[src/cet_pkg.sv]
// Shared constants, register map and carrier types for the electrode touch block
package cet_pkg;
  // Timing
  localparam int CLK_PERIOD_NS = 10;
  localparam int MS_NS         = 1000000;
  localparam int MS_CYCLES     = MS_NS / CLK_PERIOD_NS;
  // Sizes
  localparam int NUM_ELEC = 4;
  localparam int SAMPLE_W = 16;
  // Register offsets on the configuration port
  localparam logic [3:0] ADDR_CFG     = 4'h0;
  localparam logic [3:0] ADDR_RATE    = 4'h1;
  localparam logic [3:0] ADDR_CONFIRM = 4'h2;
  localparam logic [3:0] ADDR_TOUT    = 4'h3;
  localparam logic [3:0] ADDR_THR0    = 4'h4;
  localparam logic [3:0] ADDR_THR3    = 4'h7;
  localparam logic [3:0] ADDR_EN      = 4'h8;
  localparam logic [3:0] ADDR_LOW_POWER_SCAN_CODE    = 4'h9;
  localparam logic [3:0] ADDR_LOW_POWER_ELECTRODE_SELECT    = 4'hA;
  localparam logic [3:0] ADDR_STATUS  = 4'hB;
  // Field positions in the system configuration register
  localparam int CFG_DRIFT_BIT = 5;
  localparam int CFG_STUCK_BIT = 4;
  localparam int CFG_LP_BIT    = 2;
  // Writable bit masks
  localparam logic [7:0] CFG_MASK     = 8'h34;
  localparam logic [7:0] CONFIRM_MASK = 8'h3F;
  localparam logic [7:0] THR_MASK     = 8'h7F;
  localparam logic [7:0] EN_MASK      = 8'h0F;
  localparam logic [7:0] LOW_POWER_SCAN_CODE_MASK    = 8'h0F;
  localparam logic [7:0] LOW_POWER_ELECTRODE_SELECT_MASK    = 8'h03;
  // Reset values
  localparam logic [7:0] RST_CFG     = 8'h00;
  localparam logic [7:0] RST_RATE    = 8'h00;
  localparam logic [7:0] RST_CONFIRM = 8'h01;
  localparam logic [7:0] RST_TOUT    = 8'h00;
  localparam logic [7:0] RST_THR     = 8'h0A;
  localparam logic [7:0] RST_EN      = 8'h00;
  localparam logic [7:0] RST_LOW_POWER_SCAN_CODE    = 8'h00;
  localparam logic [7:0] RST_LOW_POWER_ELECTRODE_SELECT    = 8'h00;
  // Legal ranges
  localparam logic [5:0] CONFIRM_MIN = 6'h01;
  localparam logic [5:0] CONFIRM_MAX = 6'h20;
  localparam logic [6:0] THR_MIN     = 7'h02;

  // Per-electrode configuration carried into each electrode slice
  typedef struct packed {
    logic       enable;
    logic [6:0] threshold;
    logic [5:0] confirm;
    logic       track_on;
    logic [7:0] track_rate;
    logic       stuck_on;
    logic [7:0] stuck_tout;
  } cet_elec_cfg_t;

  // Register port request
  typedef struct packed {
    logic       wr;
    logic       rd;
    logic [3:0] addr;
    logic [7:0] data;
  } cet_reg_req_t;

  // Low-power scan period code to interval in ms (not linear)
  function automatic logic [8:0] cet_lp_period_ms(input logic [3:0] code);
    logic [8:0] ms;
    ms = 9'h001;
    case (code)
      4'h0: ms = 9'h001;
      4'h1: ms = 9'h005;
      4'h2: ms = 9'h00A;
      4'h3: ms = 9'h00F;
      4'h4: ms = 9'h014;
      4'h5: ms = 9'h01E;
      4'h6: ms = 9'h028;
      4'h7: ms = 9'h032;
      4'h8: ms = 9'h04B;
      4'h9: ms = 9'h064;
      4'hA: ms = 9'h07D;
      4'hB: ms = 9'h096;
      4'hC: ms = 9'h0C8;
      4'hD: ms = 9'h12C;
      4'hE: ms = 9'h190;
      4'hF: ms = 9'h1F4;
      default: ms = 9'h001;
    endcase
    return ms;
  endfunction
endpackage

[src/cet_electrode.sv]
// One electrode slice: baseline, touch decision, confirmation, drift and stuck handling
`timescale 1ns/1ps
module cet_electrode (
  input  wire logic                   core_clk,
  input  wire logic                   nrst,
  input  wire logic                   sample_valid,
  input  wire logic [15:0]            reading,
  input  wire cet_pkg::cet_elec_cfg_t cfg,
  output logic                        touched_q,
  output logic [15:0]                 baseline_q
);
  logic        init_q;
  logic [5:0]  conf_cnt_q;
  logic [7:0]  track_cnt_q;
  logic [7:0]  stuck_cnt_q;
  logic [6:0]  thr;
  logic [5:0]  need;
  logic [16:0] level;
  logic        raw_touch;
  logic        confirm_hit;
  logic        stuck_fire;
  logic        track_fire;

  // Clamp out-of-range settings so a bad write never stalls the decision
  always_comb begin
    thr = (cfg.threshold < cet_pkg::THR_MIN) ? cet_pkg::THR_MIN : cfg.threshold;
    need = cfg.confirm;
    if (cfg.confirm < cet_pkg::CONFIRM_MIN) begin
      need = cet_pkg::CONFIRM_MIN;
    end else if (cfg.confirm > cet_pkg::CONFIRM_MAX) begin
      need = cet_pkg::CONFIRM_MAX;
    end
    level = {1'b0, baseline_q} + {10'h000, thr};
    raw_touch = init_q && ({1'b0, reading} >= level);
    confirm_hit = (raw_touch != touched_q) && ((conf_cnt_q + 6'h01) >= need);
    stuck_fire = cfg.stuck_on && (cfg.stuck_tout != 8'h00) && touched_q
                 && ((stuck_cnt_q + 8'h01) >= cfg.stuck_tout);
    track_fire = cfg.track_on && (cfg.track_rate != 8'h00) && !touched_q
                 && ((track_cnt_q + 8'h01) >= cfg.track_rate);
  end

  // Baseline: first sample seeds it, stuck recal reloads it, drift steps it by one
  always_ff @(posedge core_clk or negedge nrst) begin
    if (!nrst) begin
      init_q     <= 1'b0;
      baseline_q <= 16'h0000;
    end else if (!cfg.enable) begin
      init_q <= 1'b0;
    end else if (sample_valid) begin
      if (!init_q) begin
        init_q     <= 1'b1;
        baseline_q <= reading;
      end else if (stuck_fire) begin
        baseline_q <= reading;
      end else if (track_fire) begin
        if (reading > baseline_q) begin
          baseline_q <= baseline_q + 16'h0001;
        end else if (reading < baseline_q) begin
          baseline_q <= baseline_q - 16'h0001;
        end
      end
    end
  end

  // Touch state changes only after enough disagreeing samples in a row, or clears on stuck recal or disable
  always_ff @(posedge core_clk or negedge nrst) begin
    if (!nrst) begin
      touched_q  <= 1'b0;
      conf_cnt_q <= 6'h00;
    end else if (!cfg.enable) begin
      touched_q  <= 1'b0;
      conf_cnt_q <= 6'h00;
    end else if (sample_valid && init_q) begin
      if (stuck_fire) begin
        touched_q  <= 1'b0;
        conf_cnt_q <= 6'h00;
      end else if (confirm_hit) begin
        touched_q  <= raw_touch;
        conf_cnt_q <= 6'h00;
      end else if (raw_touch != touched_q) begin
        conf_cnt_q <= conf_cnt_q + 6'h01;
      end else begin
        conf_cnt_q <= 6'h00;
      end
    end
  end

  // Stuck timer counts sample periods spent touched
  always_ff @(posedge core_clk or negedge nrst) begin
    if (!nrst) begin
      stuck_cnt_q <= 8'h00;
    end else if (!cfg.enable) begin
      stuck_cnt_q <= 8'h00;
    end else if (sample_valid) begin
      if (touched_q && cfg.stuck_on && (cfg.stuck_tout != 8'h00) && !stuck_fire) begin
        stuck_cnt_q <= stuck_cnt_q + 8'h01;
      end else begin
        stuck_cnt_q <= 8'h00;
      end
    end
  end

  // Drift stride counter; cleared while touched so a finger is not absorbed
  always_ff @(posedge core_clk or negedge nrst) begin
    if (!nrst) begin
      track_cnt_q <= 8'h00;
    end else if (!cfg.enable) begin
      track_cnt_q <= 8'h00;
    end else if (sample_valid) begin
      if (cfg.track_on && (cfg.track_rate != 8'h00) && !touched_q && !track_fire) begin
        track_cnt_q <= track_cnt_q + 8'h01;
      end else begin
        track_cnt_q <= 8'h00;
      end
    end
  end

  hold_confirm_a: assert property (@(posedge core_clk) disable iff (!nrst)
    cfg.enable && sample_valid && init_q && !stuck_fire && !confirm_hit
    |=> touched_q == $past(touched_q))
    else $error("touch state changed before confirm count");

  touch_cause_a: assert property (@(posedge core_clk) disable iff (!nrst)
    $rose(touched_q) |-> $past(raw_touch) && $past(sample_valid))
    else $error("touch set without reading over threshold");

  stuck_recal_a: assert property (@(posedge core_clk) disable iff (!nrst)
    cfg.enable && sample_valid && init_q && stuck_fire
    |=> !touched_q && baseline_q == $past(reading))
    else $error("stuck electrode not recalibrated");

  rate_zero_a: assert property (@(posedge core_clk) disable iff (!nrst)
    cfg.enable && init_q && cfg.track_rate == 8'h00 && !stuck_fire
    |=> $stable(baseline_q))
    else $error("baseline moved with drift rate zero");

  disabled_idle_a: assert property (@(posedge core_clk) disable iff (!nrst)
    !cfg.enable |=> !touched_q && stuck_cnt_q == 8'h00 && track_cnt_q == 8'h00)
    else $error("disabled electrode not idle");
endmodule

[src/cet_top.sv]
// Capacitive electrode configuration registers, scan control and touch decisions
`timescale 1ns/1ps
// Functional notes
// - Drift enable keeps adjusting each untouched baseline
// - One baseline step per rate samples
// - Drift rate zero disables tracking
// - Stuck electrode recalibrates baseline, reads released
// - Stuck timeout zero disables recalibration
// - Stuck timeout counts sensing periods
// - Status change needs n confirming samples
// - Touch when reading reaches baseline+threshold
// - Enable bits 3..0 gate electrode scanning; in shutdown low-power mode the selected electrode is scanned whatever its bit
// - Low-power flag lets one electrode wake
// - Low-power flag stops all run-mode scanning
// - Low-power flag always zero after reset
// - Scan period value is a code
// - Codes 0000..1111 select 1..500 ms
// - Two-bit select picks shutdown electrode
module cet_top #(
  parameter int MS_CYCLES = cet_pkg::MS_CYCLES
) (
  input  wire logic                  core_clk,
  input  wire logic                  nrst,
  input  wire cet_pkg::cet_reg_req_t reg_req,
  output logic [7:0]                 rd_data_q,
  input  wire logic                  shutdown,
  input  wire logic                  sample_valid,
  input  wire logic [63:0]           sample_data,
  output logic [3:0]                 scan_enable_q,
  output logic                       lp_scan_req_q,
  output logic [3:0]                 touch_status_q,
  output logic                       wake_q
);
  typedef enum logic [2:0] {
    CET_RUN    = 3'b001,
    CET_LP_ARM = 3'b010,
    CET_SD_LP  = 3'b100
  } cet_mode_t;

  logic [7:0]  cfg_q;
  logic [7:0]  rate_q;
  logic [7:0]  confirm_q;
  logic [7:0]  tout_q;
  logic [7:0]  thr_q [4];
  logic [7:0]  en_q;
  logic [7:0]  low_power_scan_code_q;
  logic [7:0]  low_power_electrode_select_q;
  logic [7:0]  rd_d;
  logic [3:0]  scan_d;
  logic [3:0]  elec_touched;
  logic [8:0]  lp_ms_q;
  logic [8:0]  lp_ms_lim;
  logic [31:0] tick_cnt_q;
  logic        lp_flag;
  cet_mode_t   mode_d;
  cet_mode_t   mode_q;
  logic [7:0]  rd_mask;
  logic [31:0] lp_period;
  logic [31:0] lp_gap_q;
  logic        lp_gap_ok_q;

  assign lp_flag = cfg_q[cet_pkg::CFG_LP_BIT];

  // Register writes; only documented field bits are stored
  always_ff @(posedge core_clk or negedge nrst) begin
    if (!nrst) begin
      cfg_q     <= cet_pkg::RST_CFG;
      rate_q    <= cet_pkg::RST_RATE;
      confirm_q <= cet_pkg::RST_CONFIRM;
      tout_q    <= cet_pkg::RST_TOUT;
      en_q      <= cet_pkg::RST_EN;
      low_power_scan_code_q    <= cet_pkg::RST_LOW_POWER_SCAN_CODE;
      low_power_electrode_select_q    <= cet_pkg::RST_LOW_POWER_ELECTRODE_SELECT;
      for (int i = 0; i < cet_pkg::NUM_ELEC; i++) begin
        thr_q[i] <= cet_pkg::RST_THR;
      end
    end else if (reg_req.wr) begin
      case (reg_req.addr)
        cet_pkg::ADDR_CFG:     cfg_q     <= reg_req.data & cet_pkg::CFG_MASK;
        cet_pkg::ADDR_RATE:    rate_q    <= reg_req.data;
        cet_pkg::ADDR_CONFIRM: confirm_q <= reg_req.data & cet_pkg::CONFIRM_MASK;
        cet_pkg::ADDR_TOUT:    tout_q    <= reg_req.data;
        cet_pkg::ADDR_EN:      en_q      <= reg_req.data & cet_pkg::EN_MASK;
        cet_pkg::ADDR_LOW_POWER_SCAN_CODE:    low_power_scan_code_q    <= reg_req.data & cet_pkg::LOW_POWER_SCAN_CODE_MASK;
        cet_pkg::ADDR_LOW_POWER_ELECTRODE_SELECT:    low_power_electrode_select_q    <= reg_req.data & cet_pkg::LOW_POWER_ELECTRODE_SELECT_MASK;
        default: begin
          if (reg_req.addr >= cet_pkg::ADDR_THR0 && reg_req.addr <= cet_pkg::ADDR_THR3) begin
            thr_q[reg_req.addr[1:0]] <= reg_req.data & cet_pkg::THR_MASK;
          end
        end
      endcase
    end
  end

  // Read mux; unmapped offsets return zero
  always_comb begin
    rd_d = 8'h00;
    case (reg_req.addr)
      cet_pkg::ADDR_CFG:     rd_d = cfg_q;
      cet_pkg::ADDR_RATE:    rd_d = rate_q;
      cet_pkg::ADDR_CONFIRM: rd_d = confirm_q;
      cet_pkg::ADDR_TOUT:    rd_d = tout_q;
      cet_pkg::ADDR_EN:      rd_d = en_q;
      cet_pkg::ADDR_LOW_POWER_SCAN_CODE:    rd_d = low_power_scan_code_q;
      cet_pkg::ADDR_LOW_POWER_ELECTRODE_SELECT:    rd_d = low_power_electrode_select_q;
      cet_pkg::ADDR_STATUS:  rd_d = {4'h0, touch_status_q};
      default: begin
        if (reg_req.addr >= cet_pkg::ADDR_THR0 && reg_req.addr <= cet_pkg::ADDR_THR3) begin
          rd_d = thr_q[reg_req.addr[1:0]];
        end
      end
    endcase
  end

  // Read data is captured on the strobe and held until the next read
  always_ff @(posedge core_clk or negedge nrst) begin
    if (!nrst) begin
      rd_data_q <= 8'h00;
    end else if (reg_req.rd) begin
      rd_data_q <= rd_d;
    end
  end

  // Writable-bit mask of the addressed register; reserved bits must read back zero
  always_comb begin
    rd_mask = 8'h00;
    case (reg_req.addr)
      cet_pkg::ADDR_CFG:     rd_mask = cet_pkg::CFG_MASK;
      cet_pkg::ADDR_RATE:    rd_mask = 8'hFF;
      cet_pkg::ADDR_CONFIRM: rd_mask = cet_pkg::CONFIRM_MASK;
      cet_pkg::ADDR_TOUT:    rd_mask = 8'hFF;
      cet_pkg::ADDR_EN:      rd_mask = cet_pkg::EN_MASK;
      cet_pkg::ADDR_LOW_POWER_SCAN_CODE:    rd_mask = cet_pkg::LOW_POWER_SCAN_CODE_MASK;
      cet_pkg::ADDR_LOW_POWER_ELECTRODE_SELECT:    rd_mask = cet_pkg::LOW_POWER_ELECTRODE_SELECT_MASK;
      cet_pkg::ADDR_STATUS:  rd_mask = 8'h0F;
      default: begin
        if (reg_req.addr >= cet_pkg::ADDR_THR0 && reg_req.addr <= cet_pkg::ADDR_THR3) begin
          rd_mask = cet_pkg::THR_MASK;
        end
      end
    endcase
  end

  // Operating mode follows the shutdown input and the low-power flag
  always_comb begin
    if (shutdown && lp_flag) begin
      mode_d = CET_SD_LP;
    end else if (lp_flag) begin
      mode_d = CET_LP_ARM;
    end else begin
      mode_d = CET_RUN;
    end
  end

  // Which electrodes are scanned in each mode
  always_comb begin
    case (mode_d)
      CET_RUN:    scan_d = shutdown ? 4'h0 : en_q[3:0];
      CET_LP_ARM: scan_d = 4'h0;
      CET_SD_LP:  scan_d = 4'(4'h1 << low_power_electrode_select_q[1:0]);
      default:    scan_d = 4'h0;
    endcase
  end

  always_ff @(posedge core_clk or negedge nrst) begin
    if (!nrst) begin
      mode_q        <= CET_RUN;
      scan_enable_q <= 4'h0;
    end else begin
      mode_q        <= mode_d;
      scan_enable_q <= scan_d;
    end
  end

  // Low-power scan pacing: a ms prescaler and a ms counter against the coded limit
  assign lp_ms_lim = cet_pkg::cet_lp_period_ms(low_power_scan_code_q[3:0]);

  always_ff @(posedge core_clk or negedge nrst) begin
    if (!nrst) begin
      tick_cnt_q    <= 32'h0000_0000;
      lp_ms_q       <= 9'h000;
      lp_scan_req_q <= 1'b0;
    end else if (mode_q != CET_SD_LP) begin
      tick_cnt_q    <= 32'h0000_0000;
      lp_ms_q       <= 9'h000;
      lp_scan_req_q <= 1'b0;
    end else if (tick_cnt_q == 32'(MS_CYCLES - 1)) begin
      tick_cnt_q <= 32'h0000_0000;
      if (lp_ms_q + 9'h001 >= lp_ms_lim) begin
        lp_ms_q       <= 9'h000;
        lp_scan_req_q <= 1'b1;
      end else begin
        lp_ms_q       <= lp_ms_q + 9'h001;
        lp_scan_req_q <= 1'b0;
      end
    end else begin
      tick_cnt_q    <= tick_cnt_q + 32'h0000_0001;
      lp_scan_req_q <= 1'b0;
    end
  end

  // Independent pacing check; a code write or leaving shutdown voids the next gap
  assign lp_period = 32'(lp_ms_lim) * 32'(MS_CYCLES);

  always_ff @(posedge core_clk or negedge nrst) begin
    if (!nrst) begin
      lp_gap_q    <= 32'h0000_0000;
      lp_gap_ok_q <= 1'b0;
    end else if (mode_q != CET_SD_LP
                 || (reg_req.wr && reg_req.addr == cet_pkg::ADDR_LOW_POWER_SCAN_CODE)) begin
      lp_gap_q    <= 32'h0000_0000;
      lp_gap_ok_q <= 1'b0;
    end else if (lp_scan_req_q) begin
      lp_gap_q    <= 32'h0000_0001;
      lp_gap_ok_q <= 1'b1;
    end else begin
      lp_gap_q <= lp_gap_q + 32'h0000_0001;
    end
  end

  // Electrode slices; samples only reach electrodes that are being scanned
  for (genvar g = 0; g < cet_pkg::NUM_ELEC; g++) begin : g_elec
    cet_pkg::cet_elec_cfg_t ecfg;
    always_comb begin
      ecfg.enable     = en_q[g];
      ecfg.threshold  = thr_q[g][6:0];
      ecfg.confirm    = confirm_q[5:0];
      ecfg.track_on   = cfg_q[cet_pkg::CFG_DRIFT_BIT];
      ecfg.track_rate = rate_q;
      ecfg.stuck_on   = cfg_q[cet_pkg::CFG_STUCK_BIT];
      ecfg.stuck_tout = tout_q;
    end
    cet_electrode u_elec (
      .core_clk     (core_clk),
      .nrst         (nrst),
      .sample_valid (sample_valid && scan_enable_q[g]),
      .reading      (sample_data[g*16 +: 16]),
      .cfg          (ecfg),
      .touched_q    (elec_touched[g]),
      .baseline_q   ()
    );
  end

  // Status copy and wake pulse on a fresh touch of the shutdown electrode
  always_ff @(posedge core_clk or negedge nrst) begin
    if (!nrst) begin
      touch_status_q <= 4'h0;
      wake_q         <= 1'b0;
    end else begin
      touch_status_q <= elec_touched & en_q[3:0];
      wake_q <= (mode_q == CET_SD_LP) && elec_touched[low_power_electrode_select_q[1:0]]
                && !touch_status_q[low_power_electrode_select_q[1:0]];
    end
  end

  lp_no_scan_a: assert property (@(posedge core_clk) disable iff (!nrst)
    !shutdown && lp_flag |=> scan_enable_q == 4'h0)
    else $error("electrodes scanned in run with low-power flag");

  run_scan_mask_a: assert property (@(posedge core_clk) disable iff (!nrst)
    !shutdown && !lp_flag |=> scan_enable_q == $past(en_q[3:0]))
    else $error("run scan set differs from enable mask");

  sd_select_a: assert property (@(posedge core_clk) disable iff (!nrst)
    shutdown && lp_flag |=> scan_enable_q == 4'(4'h1 << $past(low_power_electrode_select_q[1:0])))
    else $error("shutdown scan not on selected electrode");

  cfg_reserved_a: assert property (@(posedge core_clk) disable iff (!nrst)
    reg_req.rd && reg_req.addr == cet_pkg::ADDR_CFG
    |=> (rd_data_q & ~cet_pkg::CFG_MASK) == 8'h00)
    else $error("reserved config bits read nonzero");

  wake_cause_a: assert property (@(posedge core_clk) disable iff (!nrst)
    wake_q |-> $past(mode_q) == CET_SD_LP && $past(elec_touched[low_power_electrode_select_q[1:0]]))
    else $error("wake without selected electrode touch");

  lp_pace_a: assert property (@(posedge core_clk) disable iff (!nrst)
    lp_scan_req_q |-> $past(lp_ms_q) + 9'h001 >= $past(lp_ms_lim))
    else $error("low-power scan issued before coded interval");

  // Register masking, reset of the low-power flag, low-power pacing and wake width
  rsvd_read_zero_a: assert property (@(posedge core_clk) disable iff (!nrst)
    reg_req.rd |=> (rd_data_q & ~$past(rd_mask)) == 8'h00)
    else $error("reserved register bits read nonzero");

  lp_reset_clr_a: assert property (@(posedge core_clk)
    !nrst |=> !lp_flag)
    else $error("low-power flag survived reset");

  pace_gap_a: assert property (@(posedge core_clk) disable iff (!nrst)
    lp_gap_ok_q |-> lp_scan_req_q == (lp_gap_q == lp_period))
    else $error("low-power scan spacing differs from coded interval");

  lp_run_quiet_a: assert property (@(posedge core_clk) disable iff (!nrst)
    mode_q != CET_SD_LP |=> !lp_scan_req_q)
    else $error("low-power scan requested outside shutdown");

  wake_single_a: assert property (@(posedge core_clk) disable iff (!nrst)
    wake_q && $stable(low_power_electrode_select_q) |=> !wake_q)
    else $error("wake pulse longer than one cycle");
endmodule
[config.mk]
export PLATFORM = sky130hd
export DESIGN_NAME = cet_top
export DESIGN_NICKNAME = d
export VERILOG_FILES = /design/src/cet_pkg.sv /design/src/cet_electrode.sv /design/src/cet_top.sv
export SDC_FILE = /design/constraint.sdc
export NUM_CORES = 1
export LEC_CHECK = 0
export ABC_AREA = 0
export BUFFER_PORTS_ARGS = -buffer_cell sky130_fd_sc_hd__buf_2
export CAP_MARGIN = 10
export CORE_AREA = 5 5 238 240
export CTS_BUF_LIST = sky130_fd_sc_hd__clkbuf_4
export DETAILED_ROUTE_END_ITERATION = 8
export DIE_AREA = 0 0 243 245
export SETUP_SLACK_MARGIN = 0.2
export SLEW_MARGIN = 40
export SYNTH_ARGS = -nofsm -noshare
export SYNTH_HDL_FRONTEND = slang
export SYNTH_HIERARCHICAL = 1
export SYNTH_SLANG_ARGS = --single-unit
[constraint.sdc]
create_clock -name core_clk -period 5.8 [get_ports core_clk]
set_clock_uncertainty 0.15 [all_clocks]
set_input_delay 0.87 -clock core_clk [delete_from_list [all_inputs] [get_ports core_clk]]
set_output_delay 0.87 -clock core_clk [all_outputs]
set_load 0.005 [all_outputs]
# Word level (Yosys, flattened, before mapping)
# Memory sizes are Yosys's and may differ from the RTL's.
# Index checks and enable logic that the tools add are counted.
dict set report classes {
  addsub 26
  order_cmp 36
  n_eq_ne 36
  shifts 1
  n_mux 118
  n_bitwise 3
  n_reduce_logical 89
}
# cell count
set ops {}
lappend ops {{$mux 16} 20}
lappend ops {{$mux 8} 28}
lappend ops {{$mux 6} 22}
lappend ops {{$add 16x7->17} 4}
lappend ops {{$ge 16x17->1} 4}
lappend ops {{$add 16x1->16 const B} 4}
lappend ops {{$add 8x1->8 const B} 8}
lappend ops {{$ge 8x8->1} 8}
lappend ops {{$gt 16x16->1} 4}
lappend ops {{$lt 16x16->1} 4}
lappend ops {{$mux 32} 2}
lappend ops {{$pmux 8 s8} 1}
lappend ops {{$sub 16x1->16 const B} 4}
lappend ops {{$logic_and 1x1->1} 55}
lappend ops {{$add 32x1->32 const B} 1}
lappend ops {{$bwmux 32} 1}
lappend ops {{$eq 32x17->1 const B} 1}
lappend ops {{$mux 1} 29}
lappend ops {{$lt 7x2->1 const B} 4}
lappend ops {{$mux 7} 4}
lappend ops {{$mux 9} 3}
lappend ops {{$add 6x1->6 const B} 4}
lappend ops {{$ge 6x6->1} 4}
lappend ops {{$reduce_and 2->1} 11}
lappend ops {{other kinds (37)} 79}
dict set report totals {
  ff_bits 289
  mem_bits_ro 144
  input_bits 82
  output_inout_bits 18
  word_cells 353
  mem_count 1
}
# memory words word_bits rd rd_clocked_by_memory_dff wr line
set mem_list {}
lappend mem_list {{(name not given)} 16 9 1 0 0 cet_pkg.sv:69} ;# case (code)

# Longest topological paths before layout
# Gate-level depths: netlist (run 1).
dict set report depth {
  depth_word 11
  depth_mapped 22
  depth_no_buf 22
}

# Modules after synthesis
# The synthesis (run 1) kept the hierarchy.
# module n_inst cells_each area_per_inst_um2 seq_area_each_um2
set modules_own_cells {}
lappend modules_own_cells {{cet_electrode (g_elec[2].u_elec ...)} 2 513 4409.2 1001.0}
lappend modules_own_cells {cet_top 1 568 6218.5 3140.5}
lappend modules_own_cells {{cet_electrode (g_elec[0].u_elec)} 1 553 4590.7 1001.0}
lappend modules_own_cells {{cet_electrode (g_elec[1].u_elec)} 1 555 4555.6 1001.0}

# Least setup slack after synthesis (run 1)
# Ideal clock, no wire load.
dict set report synth_path {
  path_kind {in2reg}
  startpoint {in sample_data[26]}
  endpoint {reg g_elec[1].u_elec.baseline_q[15]}
  setup_ns 0.121
  arrival_ns 4.305
  t_required_ns 5.529
  slack_ns 1.224
  path_stages 14
  n_path_buf 0
  path_cell_list {ha_1 > and4_1 > a221o_1 > a211oi_1 > or2b_1 > ha_1 > a21o_1 > a2111o_1 > a31oi_2 > o31ai_1 > o41ai_2 > xor2_1 > a21oi_1 > o22a_1}
}
dict set report synth_between {
  elab_chain_cells 5
  elab_cells_between_ends 8
  classes_between {2 x order compare; 1 x eq/ne; 4 x mux; 1 x reduce/logical}
}
# item line
set synth_lines {}
lappend synth_lines {{start: declaration} cet_top.sv:28} ;# input wire logic [63:0] sample_data,
lappend synth_lines {{$gt 16x16->1} cet_electrode.sv:56} ;# if (reading > baseline_q) begin
lappend synth_lines {{$mux 16} cet_electrode.sv:56}
lappend synth_lines {{$mux 16} cet_electrode.sv:55} ;# end else if (track_fire) begin
lappend synth_lines {{$mux 16} cet_electrode.sv:53} ;# end else if (stuck_fire) begin
lappend synth_lines {{$mux 16} cet_electrode.sv:50} ;# if (!init_q) begin
lappend synth_lines {{end signal: assignment} cet_electrode.sv:52} ;# baseline_q <= reading;
lappend synth_lines {{end signal: assignment} cet_electrode.sv:54} ;# baseline_q <= reading;
lappend synth_lines {{end signal: assignment} cet_electrode.sv:57} ;# baseline_q <= baseline_q + 16'h0001;
lappend synth_lines {{end: declaration} cet_electrode.sv:10} ;# output logic [15:0] baseline_q
# Several ways; a longest one is shown, not always the timed one. The select of a mux whose other input is x is not followed.
# A chain may end at the register's enable or synchronous reset.

# Worst setup path after layout (run 1)
dict set report layout_path {
  startpoint {reg thr_q, in the netlist g_elec[0].ecfg[28]}
  endpoint {reg g_elec[0].u_elec.conf_cnt_q[0]}
}
dict set report layout_between {
  elab_chain_cells 11
  elab_cells_between_ends 12
  classes_between {1 x add/sub; 2 x order compare; 1 x eq/ne; 6 x mux; 2 x reduce/logical}
}
# item line
set layout_lines {}
lappend layout_lines {{start: declaration} cet_top.sv:44} ;# logic [7:0] thr_q [4];
lappend layout_lines {{start signal: indexed assignment} cet_top.sv:75} ;# thr_q[i] <= cet_pkg::RST_THR;
lappend layout_lines {{start signal: indexed assignment} cet_top.sv:88} ;# thr_q[reg_req.addr[1:0]] <= reg_req.data & cet_pkg::THR_MASK;
lappend layout_lines {{$lt 7x2->1} cet_electrode.sv:26} ;# thr = (cfg.threshold < cet_pkg::THR_MIN) ? cet_pkg::THR_MIN : cfg.threshold;
lappend layout_lines {{$mux 7 (*)} cet_electrode.sv:26}
lappend layout_lines {{$add 16x7->17 (*)} cet_electrode.sv:33} ;# level = {1'b0, baseline_q} + {10'h000, thr};
lappend layout_lines {{$ge 16x17->1 (*)} cet_electrode.sv:34} ;# raw_touch = init_q && ({1'b0, reading} >= level);
lappend layout_lines {{$logic_and 1x1->1 (*)} cet_electrode.sv:34}
lappend layout_lines {{$ne 1x1->1 (*)} {cet_electrode.sv:35, cet_electrode.sv:80}}
lappend layout_lines {{$mux 6 / $logic_and 1x1->1 (equally long branches)} {cet_electrode.sv:80, cet_electrode.sv:35}}
lappend layout_lines {{$mux 6 (*)} cet_electrode.sv:77} ;# end else if (confirm_hit) begin
lappend layout_lines {{$mux 6 (*)} cet_electrode.sv:74} ;# if (stuck_fire) begin
lappend layout_lines {{$mux 6 (*)} cet_electrode.sv:73} ;# end else if (sample_valid && init_q) begin
lappend layout_lines {{$mux 6 (*)} cet_electrode.sv:70} ;# end else if (!cfg.enable) begin
lappend layout_lines {{end signal: assignment} cet_electrode.sv:81} ;# conf_cnt_q <= conf_cnt_q + 6'h01;
lappend layout_lines {{end: declaration} cet_electrode.sv:13} ;# logic [5:0] conf_cnt_q;
# Mark *: on every way between the ends. The rest lies on a longest branch, timed or not. The select of a mux whose other input is x is not followed.

==> flow_summary_export.csv, run 1 <==
group,metric,value,unit
timing,hold_viol,0,
global_routing,grt_pass1_vias,20543,
clock_network,cts_tree,"done",
synthesis,synth_seq_area_share,0.2954,
global_routing,grt_pass1_wl,106.6,mm
critical_path,endpoint_kind,"flip-flop",
clock_network,root_buffer,"clkbuf_4",
die,initial_utilization,0.4442,
critical_path,cp-start-kind,"flip-flop",
timing,worst_pin_slew,0.7816,ns
placed_design,hpwl,48.54,mm
die,rows,86,
power_and_ir_drop,p_comb_frac,0.564,
global_routing,grt_max_degree,109,
clock_network,cts_inserted_buffers,90,
global_routing,grt_remaining_overflow,0,
global_routing,grtUsageTotal,0.2163,
timing,max_slew_margin,0.4790,
drt,post_drt_wl_per_cell,18.15,um
die,die_h,245,um
synthesis,synthFlopType,"dfrtp_1",
critical_path,arrival,5.56,ns
critical_path,cp_max_fo,13,
die,dieArea,59540,um2
power_and_ir_drop,p_leak,12.48,nW
timing,tns,0,ns
drt,first_iter_violations,1122,
finish,drive_gt1_frac,0.1368,
outcome,status,"finished clean",
drt,antenna_left,0,
placed_design,place_inst,3436,
finish,stdcell_count,3605,
synthesis,synthArstFlopShare,1.000,
worst_hold_path,worstHoldStart,"shutdown",
die,pin_count,100,
critical_path,worst-setup-path-type,"flip-flop to flip-flop",
synthesis,synth_top_cell_area_share,0.2846,
drt,routed_wl,65.42,mm
synthesis,synth.net_count,3118,
clock_network,ctsLongestPathBuffers,3,
synthesis,ys_ff_latch,285,
power_and_ir_drop,pwr-share-seq,0.258,
clock_network,cts_setup_buffers,0,
critical_path,cp-startpoint,"g_elec[0].ecfg[28]$_DFFE_PN0P_",
timing,fmax,0.2011,GHz
drt,route.vias.total,20547,
timing,finalMaxSlewViolations,0,
synthesis,synth_edf_count,0,
critical_path,critical_path_required,6.38,ns
timing,rsz0062_at_grt,"false",
drt,drcViolationCount,0,
drt,viasPerCell,5.700,
synthesis,synth_top_cells_by_count,"ha_1 (326), dfrtp_1 (275), nand2_1 (248)",
synthesis,synth_largest_area_cell,"dfrtp_1",
finish,final_nets,3244,
finish,area_growth,9.598,%
die,die_width,243,um
timing,fin_crit_sh,0.8574,
finish,num-fill-cells,5201,
power_and_ir_drop,vdd.ir_drop.worst,327.1,uV
synthesis,syn_area_per_cell,8.950,um2
worst_hold_path,min_path_type,"input pin to flip-flop",
power_and_ir_drop,power_density,431.0,nW/um2
critical_path,rr_startpoint,"g_elec[0].ecfg[28]$_DFFE_PN0P_",
placed_design,place_congestion,0.8981,
clock_network,clk_pin_slew_worst_paths,0.06,ns
flow_run,drv_cap,0,
synthesis,ys_types,98,
power_and_ir_drop,switching_power,0.005241,W
clock_network,htreeDepth,3,
synthesis,synthCells,2702,
clock_network,clkSinkCount,285,
synthesis,yosys-top-cells-area,"dfrtp_1 (28%), ha_1 (17%), xnor2_1 (4.5%), nand2_1 (3.8%), nor2_1 (3.5%)",
clock_network,clock_latency,0.86,ns
synthesis,yosysWarnings,6,
timing,finalSetupViolCount,0,
power_and_ir_drop,p_int,0.006182,W
timing,period_minus_slack,4.973,ns
synthesis,synth_area,24180,um2
placed_design,io_buffers,99,
die,core,54450,um2
global_routing,antenna_found_initial,13,
power_and_ir_drop,p_sw_frac,0.4588,
power_and_ir_drop,clkPwrFrac,0.178,
synthesis,synth.most_common_cell,"ha_1",
drt,firstDrtPassIters,5,
==> stage by stage <==
step                total power (W)  instance area [um2]  hold WS, ns  utilization  setup slack, ns
global placement           0.009131                25270       0.3200       0.4640           0.7378
global route                0.01253                26490      0.07689       0.4866           0.3382
CTS                         0.01149                26420      0.01563       0.4852           0.8255
detailed placement         0.009349                25290       0.3265       0.4646           0.6190
floorplan                  0.007796                24180       0.3049            -            1.224
finish                      0.01142                26500       0.1064       0.4868           0.8268
==> cell type report <==
class | count | area, um2 | share of cell area
sequential | 285 | 7144 | 0.2696
inverter | 184 | 690.7 | 0.02606
clock buffer | 125 | 938.4 | 0.03541
antenna | 7 | 17.52 | 0.0006609
tap | 704 | 880.8 | 0.03323
clock inverter | 33 | 173.9 | 0.006562
timing repair buffer | 110 | 650.6 | 0.02455
multi-input combinational | 2157 | 16010 | 0.6040
==> cells by family after synthesis <==
kind of cell	Yosys count	synth area share
AND/OR/NAND/NOR	908	0.1840
AO/OA/AOI/OAI	601	0.1729
adder cells (fa/ha/maj)	334	0.1753
flip-flops	285	0.2954
buffers and inverters	260	0.04413
XOR/XNOR	209	0.07631
multiplexers	105	0.05200
==> registers in the layout (all words and copies together), names as in the netlist <==
register / cells
rd_data_q: 8
low_power_electrode_select_q: 2
low_power_scan_code_q: 4
touch_status_q: 4
scan_enable_q: 4
en_q: 4
g_elec.ecfg: 28
tout_q: 8
g_elec.u_elec/init_q: 4
g_elec.u_elec/conf_cnt_q: 24
lp_scan_req_q: 1
g_elec.u_elec/baseline_q: 64
cfg_q: 3
rate_q: 8
wake_q: 1
g_elec.u_elec/stuck_cnt_q: 32
confirm_q: 6
g_elec.u_elec/touched_q: 4
lp_ms_q: 9
mode_q: 3
g_elec.u_elec/track_cnt_q: 32
tick_cnt_q: 32
==> power groups by stage <==
| stage | clock network [W] | logic [W] | registers (W) |
|---|---|---|---|
| after floorplan | 0 | 0.00512 | 0.00268 |
| after global placement | 0 | 0.00616 | 0.00297 |
| after detailed placement | 0 | 0.00637 | 0.00297 |
| after CTS | 0.00213 | 0.00642 | 0.00294 |
| after global routing | 0.00223 | 0.00730 | 0.00299 |
| final | 0.00204 | 0.00644 | 0.00295 |
==> worst paths after layout <==
check	slack, ns	cells past startpoint	end
worst max register to register	0.83	19	g_elec[0].u_elec/conf_cnt_q[0]$_DFFE_PN0P_
worst min register to register	0.33	1	tick_cnt_q[0]$_DFF_PN0_
worst min-delay path	0.11	2	mode_q[1]$_DFF_PN0_
worst max-delay path	0.83	19	g_elec[0].u_elec/conf_cnt_q[0]$_DFFE_PN0P_
max in group asynchronous	3.73	4	g_elec[0].ecfg[26]$_DFFE_PN0P_
min in group asynchronous	0.36	2	g_elec[0].u_elec/init_q$_DFFE_PN0P_
==> per-layer routing <==
layer / vias up / track usage / part of all wire
li1: 10053 / - / -
met1: 9836 / 0.2799 / 0.45
met2: 505 / 0.3581 / 0.46
met3: 143 / 0.04845 / 0.062
met4: 10 / 0.07727 / 0.028
met5: - / 0 / 0.00095
==> cell usage in the layout, fill, tap and decap left out, types with 65 or more instances in the layout <==
| cell type | synthesis | final |
|---|---|---|
| inv_1 | 180 | 180 |
| clkbuf_4 | 1 | 125 |
| ha_1 | 326 | 326 |
| mux2_2 | 65 | 65 |
| nand2_1 | 248 | 248 |
| a21oi_1 | 147 | 147 |
| nand3_1 | 97 | 97 |
| buf_2 | 13 | 98 |
| xor2_1 | 82 | 82 |
| xnor2_1 | 125 | 125 |
| dfrtp_1 | 275 | 275 |
| nor2_1 | 224 | 223 |
| o21ai_0 | 70 | 70 |
==> timing repair <==
action	4_1_cts	5_1_grt
setup endpoints to repair	0	0
hold buffers	1	0
resized for setup	0	0
hold endpoints to repair	87	0
==> critical path: stages (launching register included) <==
cell	delay [ns]
dfrtp_1	0.44
nor4_1	0.27
nand2_1	0.10
nand2b_1	0.11
ha_1	0.23
a21o_1	0.18
a21oi_1	0.21
o21ai_1	0.10
a21oi_1	0.24
o21bai_1	0.09
a21oi_1	0.19
nand2b_1	0.27
nor2_1	0.10
xnor2_1	0.14
ha_1	0.19
or4_1	0.55
a2111oi_0	0.59
o21ai_2	0.33
a211o_1	0.34
nand3_1	0.08
(Power assumes the default switching activity.)
==> inputs of run 2 (changes only) <==
clock period = 4.15 ns   (was 5.8 ns; I/O delays follow)
==> run 2 against run 1 <==
Compared with the run above:
- the flow now finishes with violations (negative setup slack)
- via count up 8.2%
- sequential share of layout area down 3.8 points
- cell count up 9.9%
- hold slack worse by 0.017 ns
- utilization up 8.0 points
- sequential power up 32%
- die area unchanged
- sequential cell count unchanged
- final area up 16%
- routed wire length up 11%
- critical path type unchanged
- critical endpoint is now g_elec[3].u_elec/conf_cnt_q[4]$_DFFE_PN0P_
- highest routed layer unchanged
==> flow_summary_export.csv, run 2 (synthesis results as in run 1) <==
group,metric,value,unit
drt,firstDrtPassIters,5,
power_and_ir_drop,power_density,647.9,nW/um2
flow_run,drv_cap,0,
placed_design,io_buffers,99,
timing,fmax,0.2311,GHz
critical_path,cp-start-kind,"flip-flop",
die,pin_count,100,
power_and_ir_drop,p_sw_frac,0.4447,
finish,mostFrequentLayoutCell,"ha_1",
critical_path,cp_max_fo,6,
clock_network,htreeDepth,3,
critical_path,cp_slowest_cell,"dfstp_2",
placed_design,hpwl,52.69,mm
power_and_ir_drop,pwr-share-seq,0.194,
critical_path,path_delay_family,"compound AO/OA/AOI/OAI gates",
finish,finalCoreUtilization,0.5664,
power_and_ir_drop,clkPwrFrac,0.143,
drt,viasPerCell,5.613,
timing,max_slew_margin,0.4994,
critical_path,critical_path_required,4.68,ns
global_routing,grt_max_degree,69,
timing,tns,-1.911,ns
clock_network,ctsLongestPathBuffers,3,
power_and_ir_drop,p_int,0.01110,W
die,die_width,243,um
finish,final_nets,3593,
power_and_ir_drop,p_leak,14.34,nW
drt,first_iter_violations,1171,
finish,area_growth,27.52,%
timing,hold_viol,0,
critical_path,endpoint_kind,"flip-flop",
outcome,violations,"negative setup slack",
global_routing,grt_pass1_wl,115.6,mm
timing,fin_crit_sh,1.043,
timing,finalSetupViolCount,19,
clock_network,cts_tree,"done",
drt,drcViolationCount,0,
drt,antenna_left,0,
outcome,status,"finished with violations",
finish,num-fill-cells,4816,
global_routing,grt_remaining_overflow,0,
critical_path,cp_cell_sequence,"nor4_2 -> nand2_1 -> and2_4 -> ha_4 -> inv_2 -> fa_2 -> nor2b_1 -> o21a_1 -> o21ai_1 -> nand2b_1 -> a31oi_4 -> or2_4 -> nor2_1 -> xnor2_1 -> ha_1 -> a21o_1 -> a21oi_2 -> nor2b_1 -> o21ai_2 -> a31oi_4 -> xor2_4 -> a32o_1",
die,rows,86,
finish,largest_register_ffs,64,
global_routing,antenna_found_initial,9,
finish,drive_gt1_frac,0.2846,
critical_path,arrival,4.86,ns
clock_network,cts_inserted_buffers,93,
die,dieArea,59540,um2
critical_path,cp_num_buf_inv,1,
finish,regMostFlops,"g_elec.u_elec/baseline_q",
die,core,54450,um2
power_and_ir_drop,switching_power,0.008886,W
critical_path,critical_path.max_stage_delay,0.55,ns
power_and_ir_drop,vdd.ir_drop.worst,491.8,uV
finish,final_cell_mix,"ha_1 (286), buf_4 (279), dfrtp_1 (270)",
clock_network,root_buffer,"clkbuf_4",
worst_hold_path,min_path_type,"input pin to flip-flop",
clock_network,clk_pin_slew_worst_paths,0.07,ns
placed_design,place_congestion,0.8964,
global_routing,grtUsageTotal,0.2352,
power_and_ir_drop,p_comb_frac,0.663,
clock_network,clock_latency,0.85,ns
timing,holdWs,0.08953,ns
timing,rsz0062_at_grt,"true",
drt,routed_wl,72.39,mm
clock_network,clkSinkCount,285,
drt,post_drt_wl_per_cell,18.28,um
drt,route.vias.total,22235,
timing,worst_slack,-0.1765,ns
critical_path,worst-setup-path-type,"flip-flop to flip-flop",
timing,period_minus_slack,4.327,ns
timing,finalMaxSlewViolations,0,
global_routing,grt_pass1_vias,22654,
timing,worst_pin_slew,0.7475,ns
die,die_h,245,um
die,initial_utilization,0.4442,
-- run 2: cell count changes in the layout (fill, tap and decap cells not counted), moves of 17 or more --
cell / before / now
buf_6: 0 / 17
inv_2: 4 / 22
ha_1: 326 / 286
a21oi_2: 4 / 33
inv_1: 180 / 160
a211oi_1: 57 / 37
ha_4: 0 / 36
a21oi_1: 147 / 114
buf_4: 6 / 279
a211oi_2: 0 / 20
dlygate4sd3_1: 1 / 53
-- run 2: worst paths after layout --
| path | from | endpoint | slack (ns) | depth (start not counted) |
|---|---|---|---|---|
| min reg2reg | g_elec[1].u_elec/stuck_cnt_q[7]$_DFFE_PN0P_ | g_elec[1].u_elec/stuck_cnt_q[7]$_DFFE_PN0P_ | 0.34 | 2 |
| max | g_elec[3].ecfg[25]$_DFFE_PN1P_ | g_elec[3].u_elec/conf_cnt_q[4]$_DFFE_PN0P_ | -0.18 | 22 |
| max in group asynchronous | nrst | g_elec[3].u_elec/baseline_q[2]$_DFFE_PN0P_ | 2.58 | 4 |
| min in group asynchronous | nrst | lp_ms_q[0]$_DFFE_PN0P_ | 0.14 | 2 |
| max reg2reg | g_elec[3].ecfg[25]$_DFFE_PN1P_ | g_elec[3].u_elec/conf_cnt_q[4]$_DFFE_PN0P_ | -0.18 | 22 |
| min | sample_data[30] | g_elec[1].u_elec/baseline_q[14]$_DFFE_PN0P_ | 0.09 | 4 |
-- run 2: tightest hold or removal path, stage by stage --
cell and delay [ns]:
buf_2 0.09, buf_4 0.10, mux2i_1 0.06, o21ai_1 0.11
-- run 2: power groups by stage --
stage	Clock, W	Combinational [W]	Sequential, W
after floorplan	0	0.00741	0.00375
after global placement	0	0.0105	0.00389
after detailed placement	0	0.0109	0.00391
after CTS	0.00298	0.0116	0.00385
after global routing	0.00313	0.0146	0.00393
final	0.00286	0.0132	0.00388
-- run 2: final cells by class --
type | instances | area (um2) | area share
diodes | 7 | 17.52 | 0.0005680
clock buffers | 122 | 915.9 | 0.02970
clock inverters | 46 | 225.2 | 0.007303
inverters | 184 | 718.2 | 0.02329
multi-input cells | 2158 | 17480 | 0.5667
flip-flops and latches | 285 | 7151 | 0.2319
well taps | 704 | 880.8 | 0.02856
repair buffers | 455 | 3455 | 0.1120
-- run 2: timing repair --
action | 4_1_cts | 5_1_grt
setup buffers | 29 | 37
pin swaps | 86 | 154
cloned | 1 | 1
setup endpoints to repair | 45 | 53
endpoints found under the hold margin | 292 | 0
hold buffers | 53 | 0
resized for setup | 89 | 194
-- run 2: per-layer routing --
metal	share of wire	GRT usage
met4	0.030	0.08027
met3	0.057	0.05226
met1	0.42	0.2937
met5	0.00058	0
met2	0.49	0.4045
-- run 2: metrics by stage --
step	worst slack [ns]	cells	instance area, um2	power, W
after floorplan	0.1797	2702	24360	0.01116
after global placement	-0.3183	3664	27180	0.01441
final	-0.1765	3961	30840	0.01998
after CTS	-0.1364	3916	29520	0.01847
after detailed placement	-0.3963	3665	27220	0.01477
after global routing	-0.3660	3957	30830	0.02163
==> inputs of run 3 (changes only) <==
ABC_AREA = 1   (was 0)
BUFFER_PORTS_ARGS = -buffer_cell sky130_fd_sc_hd__buf_4   (was -buffer_cell sky130_fd_sc_hd__buf_2)
CORE_AREA = 5 5 224 270   (was 5 5 238 240)
DIE_AREA = 0 0 229 275   (was 0 0 243 245)
==> run 3 against run 2 <==
Compared with the run above:
- the flow now finishes without violations
- utilization fell by 4.0 points
- hold slack improved by 0.0090 ns
- synthesized cell count rose by 28%
- sequential cell count did not move
- maximum frequency rose by 5.6%
- via count rose by 6.5%
- sequential power rose by 3%
- power fell by 18%
- critical path type unchanged
==> flow_summary_export.csv, run 3 <==
group,metric,value,unit
power_and_ir_drop,switching_power,0.007571,W
critical_path,worst-setup-path-type,"flip-flop to flip-flop",
synthesis,synth_top_cells_by_count,"nand2_1 (789), inv_1 (447), ha_1 (326)",
timing,rsz0062_at_grt,"true",
power_and_ir_drop,p_sw_frac,0.4636,
critical_path,cpMostUsedCell,"nand3_2",
timing,period_minus_slack,4.097,ns
die,dieArea,62980,um2
synthesis,synth_area,25580,um2
die,pin_count,100,
drt,routed_wl,73.39,mm
global_routing,grt_pass1_vias,23418,
placed_design,io_buffers,99,
global_routing,grt_max_degree,99,
power_and_ir_drop,p_int,0.008761,W
clock_network,root_buffer,"clkbuf_4",
finish,final_cell_mix,"nand2_1 (774), inv_1 (438), ha_1 (312)",
power_and_ir_drop,finalPower,0.01633,W
clock_network,ctsLongestPathBuffers,3,
clock_network,clk_pin_slew_worst_paths,0.08,ns
outcome,status,"finished clean",
timing,max_slew_margin,0.5403,
finish,mostFrequentLayoutCell,"nand2_1",
timing,worst_slack,0.05288,ns
power_and_ir_drop,p_leak,15.54,nW
synthesis,ys_types,60,
worst_hold_path,min_path_type,"input pin to flip-flop",
placed_design,post-place-ws,-0.02966,ns
timing,finalMaxSlewViolations,0,
finish,stdcell_count,4587,
synthesis,synth.net_count,3881,
power_and_ir_drop,vdd.ir_drop.worst,375.9,uV
synthesis,synthArstFlopShare,1.000,
clock_network,clkSinkCount,285,
critical_path,path_delay_family,"simple AND/OR/NAND/NOR gates",
drt,firstDrtPassIters,7,
critical_path,arrival,4.65,ns
power_and_ir_drop,clkPwrFrac,0.176,
finish,area_growth,18.68,%
synthesis,muxShareOfSynthArea,0.009391,
synthesis,synth_top_cell_area_share,0.2690,
critical_path,cp_num_buf_inv,1,
placed_design,place_congestion,0.9128,
timing,holdWs,0.09852,ns
drt,viasPerCell,5.164,
drt,antenna_left,0,
synthesis,synthXorXnorAreaFrac,0.06060,
power_and_ir_drop,power_density,538.0,nW/um2
drt,first_iter_violations,1240,
global_routing,grt_remaining_overflow,0,
synthesis,ys_ff_latch,285,
timing,hold_viol,0,
die,initial_utilization,0.4437,
synthesis,synth_edf_count,0,
power_and_ir_drop,p_comb_frac,0.579,
drt,drcViolationCount,0,
finish,regMostFlops,"g_elec.u_elec/baseline_q",
placed_design,hpwl,55.44,mm
clock_network,htreeDepth,3,
global_routing,antenna_found_initial,4,
flow_run,drv_cap,0,
synthesis,synth_fa_ha_area_frac,0.1657,
global_routing,grtUsageTotal,0.2281,
die,die_h,275,um
timing,fmax,0.2441,GHz
finish,final_nets,4187,
timing,fin_crit_sh,0.9873,
clock_network,cts_inserted_buffers,86,
finish,largest_register_ffs,64,
die,core,57650,um2
global_routing,grt_pass1_wl,118.3,mm
synthesis,synthCells,3465,
placed_design,place_inst,4307,
synthesis,yosys-top-cells-area,"dfrtp_1 (27%), ha_1 (16%), nand2_1 (12%), inv_1 (6.6%), xor2_1 (5.3%)",
synthesis,synth.most_common_cell,"nand2_1",
critical_path,critical_path.max_stage_delay,0.53,ns
synthesis,syn_area_per_cell,7.383,um2
critical_path,endpoint_kind,"flip-flop",
clock_network,cts_tree,"done",
drt,post_drt_wl_per_cell,16.00,um
power_and_ir_drop,pwr-share-seq,0.245,
synthesis,synth_seq_area_share,0.2793,
die,die_width,229,um
synthesis,yosysWarnings,6,
critical_path,critical_path_required,4.70,ns
synthesis,synthFlopType,"dfrtp_1",
critical_path,cp_max_fo,6,
timing,tns,0,ns
critical_path,cp_slowest_cell,"dfstp_2",
synthesis,synth_top_family_by_area,"simple AND/OR/NAND/NOR gates",
synthesis,synthSimpleGateAreaFrac,0.2702,
die,rows,97,
timing,worst_pin_slew,0.6888,ns
synthesis,synth_largest_area_cell,"dfrtp_1",
finish,drive_gt1_frac,0.1601,
timing,finalSetupViolCount,0,
clock_network,clock_latency,0.83,ns
drt,route.vias.total,23685,
synthesis,synth_compound_area_frac,0.1322,
critical_path,cp-start-kind,"flip-flop",
[run 3: worst reg2reg max path, stage by stage, from the launching register on]
cell and delay [ns]:
dfstp_2 0.53, nor4_1 0.04, nand2_1 0.08, nand2_1 0.08, ha_1 0.30, nand3_2 0.06
nand2_2 0.09, a21oi_2 0.05, o21bai_1 0.18, a21oi_1 0.11, o21bai_2 0.22, nand3_2 0.14
nor2_4 0.15, nand3_2 0.08, xor2_1 0.15, ha_1 0.32, nand2_1 0.09, inv_1 0.06
nand4_1 0.09, nand3_1 0.11, nor2_2 0.13, nand3_2 0.13, nand2_2 0.12, nand2_4 0.08
nand3_4 0.08, nand3_4 0.16, o21bai_4 0.18
[run 3: area by class of cell]
class | instances | area (um2)
tap | 742 | 928.4
multi-input combinational | 2642 | 16970
timing repair buffer | 282 | 2395
clock buffer | 130 | 975.9
antenna | 3 | 7.507
fill | 5723 | 27290
clock inverter | 29 | 145.1
sequential | 285 | 7154
inverter | 474 | 1784
[run 3: final timing paths]
| path | to | cells past startpoint | slack [ns] | from |
|---|---|---|---|---|
| max | g_elec[2].u_elec/conf_cnt_q[2]$_DFFE_PN0P_ | 26 | 0.05 | g_elec[2].ecfg[25]$_DFFE_PN1P_ |
| min | g_elec[0].u_elec/baseline_q[12]$_DFFE_PN0P_ | 5 | 0.1 | sample_data[12] |
| max reg2reg | g_elec[2].u_elec/conf_cnt_q[2]$_DFFE_PN0P_ | 26 | 0.05 | g_elec[2].ecfg[25]$_DFFE_PN1P_ |
| min reg2reg | tick_cnt_q[0]$_DFF_PN0_ | 1 | 0.31 | tick_cnt_q[0]$_DFF_PN0_ |
| max in group asynchronous | g_elec[3].ecfg[27]$_DFFE_PN1P_ | 4 | 2.66 | nrst |
| min in group asynchronous | g_elec[1].u_elec/baseline_q[8]$_DFFE_PN0P_ | 2 | 0.13 | nrst |
[run 3: per-stage QoR]
step,utilization,cell area (um2)
after floorplan,-,25580
after global placement,0.4767,27480
after detailed placement,0.4767,27480
after CTS,0.5122,29530
after global routing,0.5266,30360
final,0.5266,30360
[run 3: what timing repair did]
action	in CTS	in global routing
endpoints found under the setup margin	28	41
hold buffers	67	0
gates cloned	0	0
pin swaps	24	92
buffers inserted	20	30
hold endpoints to repair	162	0
resized for setup	23	123
[run 3: power by group through the flow]
stage	logic (W)	registers (W)	clock network, W
after floorplan	0.00668	0.00373	0
after global placement	0.00864	0.00401	0
after detailed placement	0.00869	0.00400	0
after CTS	0.00894	0.00396	0.00300
after global routing	0.0107	0.00407	0.00315
final	0.00946	0.00400	0.00287
[run 3: logic make-up after synthesis]
family,after synthesis
buf+inv,538
compound gates,558
mux,24
flops,285
fa+ha+maj,334
xor+xnor,177
simple gates,1549
[run 3: layer usage]
metal  track usage  routed length [um]  share of wire  vias to the layer above
met5             0                   0              0                        -
met4       0.08248                2133          0.029                        0
met3       0.03489                3333          0.045                      119
met2        0.4049               36020           0.49                      454
met1        0.2820               31900           0.43                    10934
li1              -                   -              -                    12178
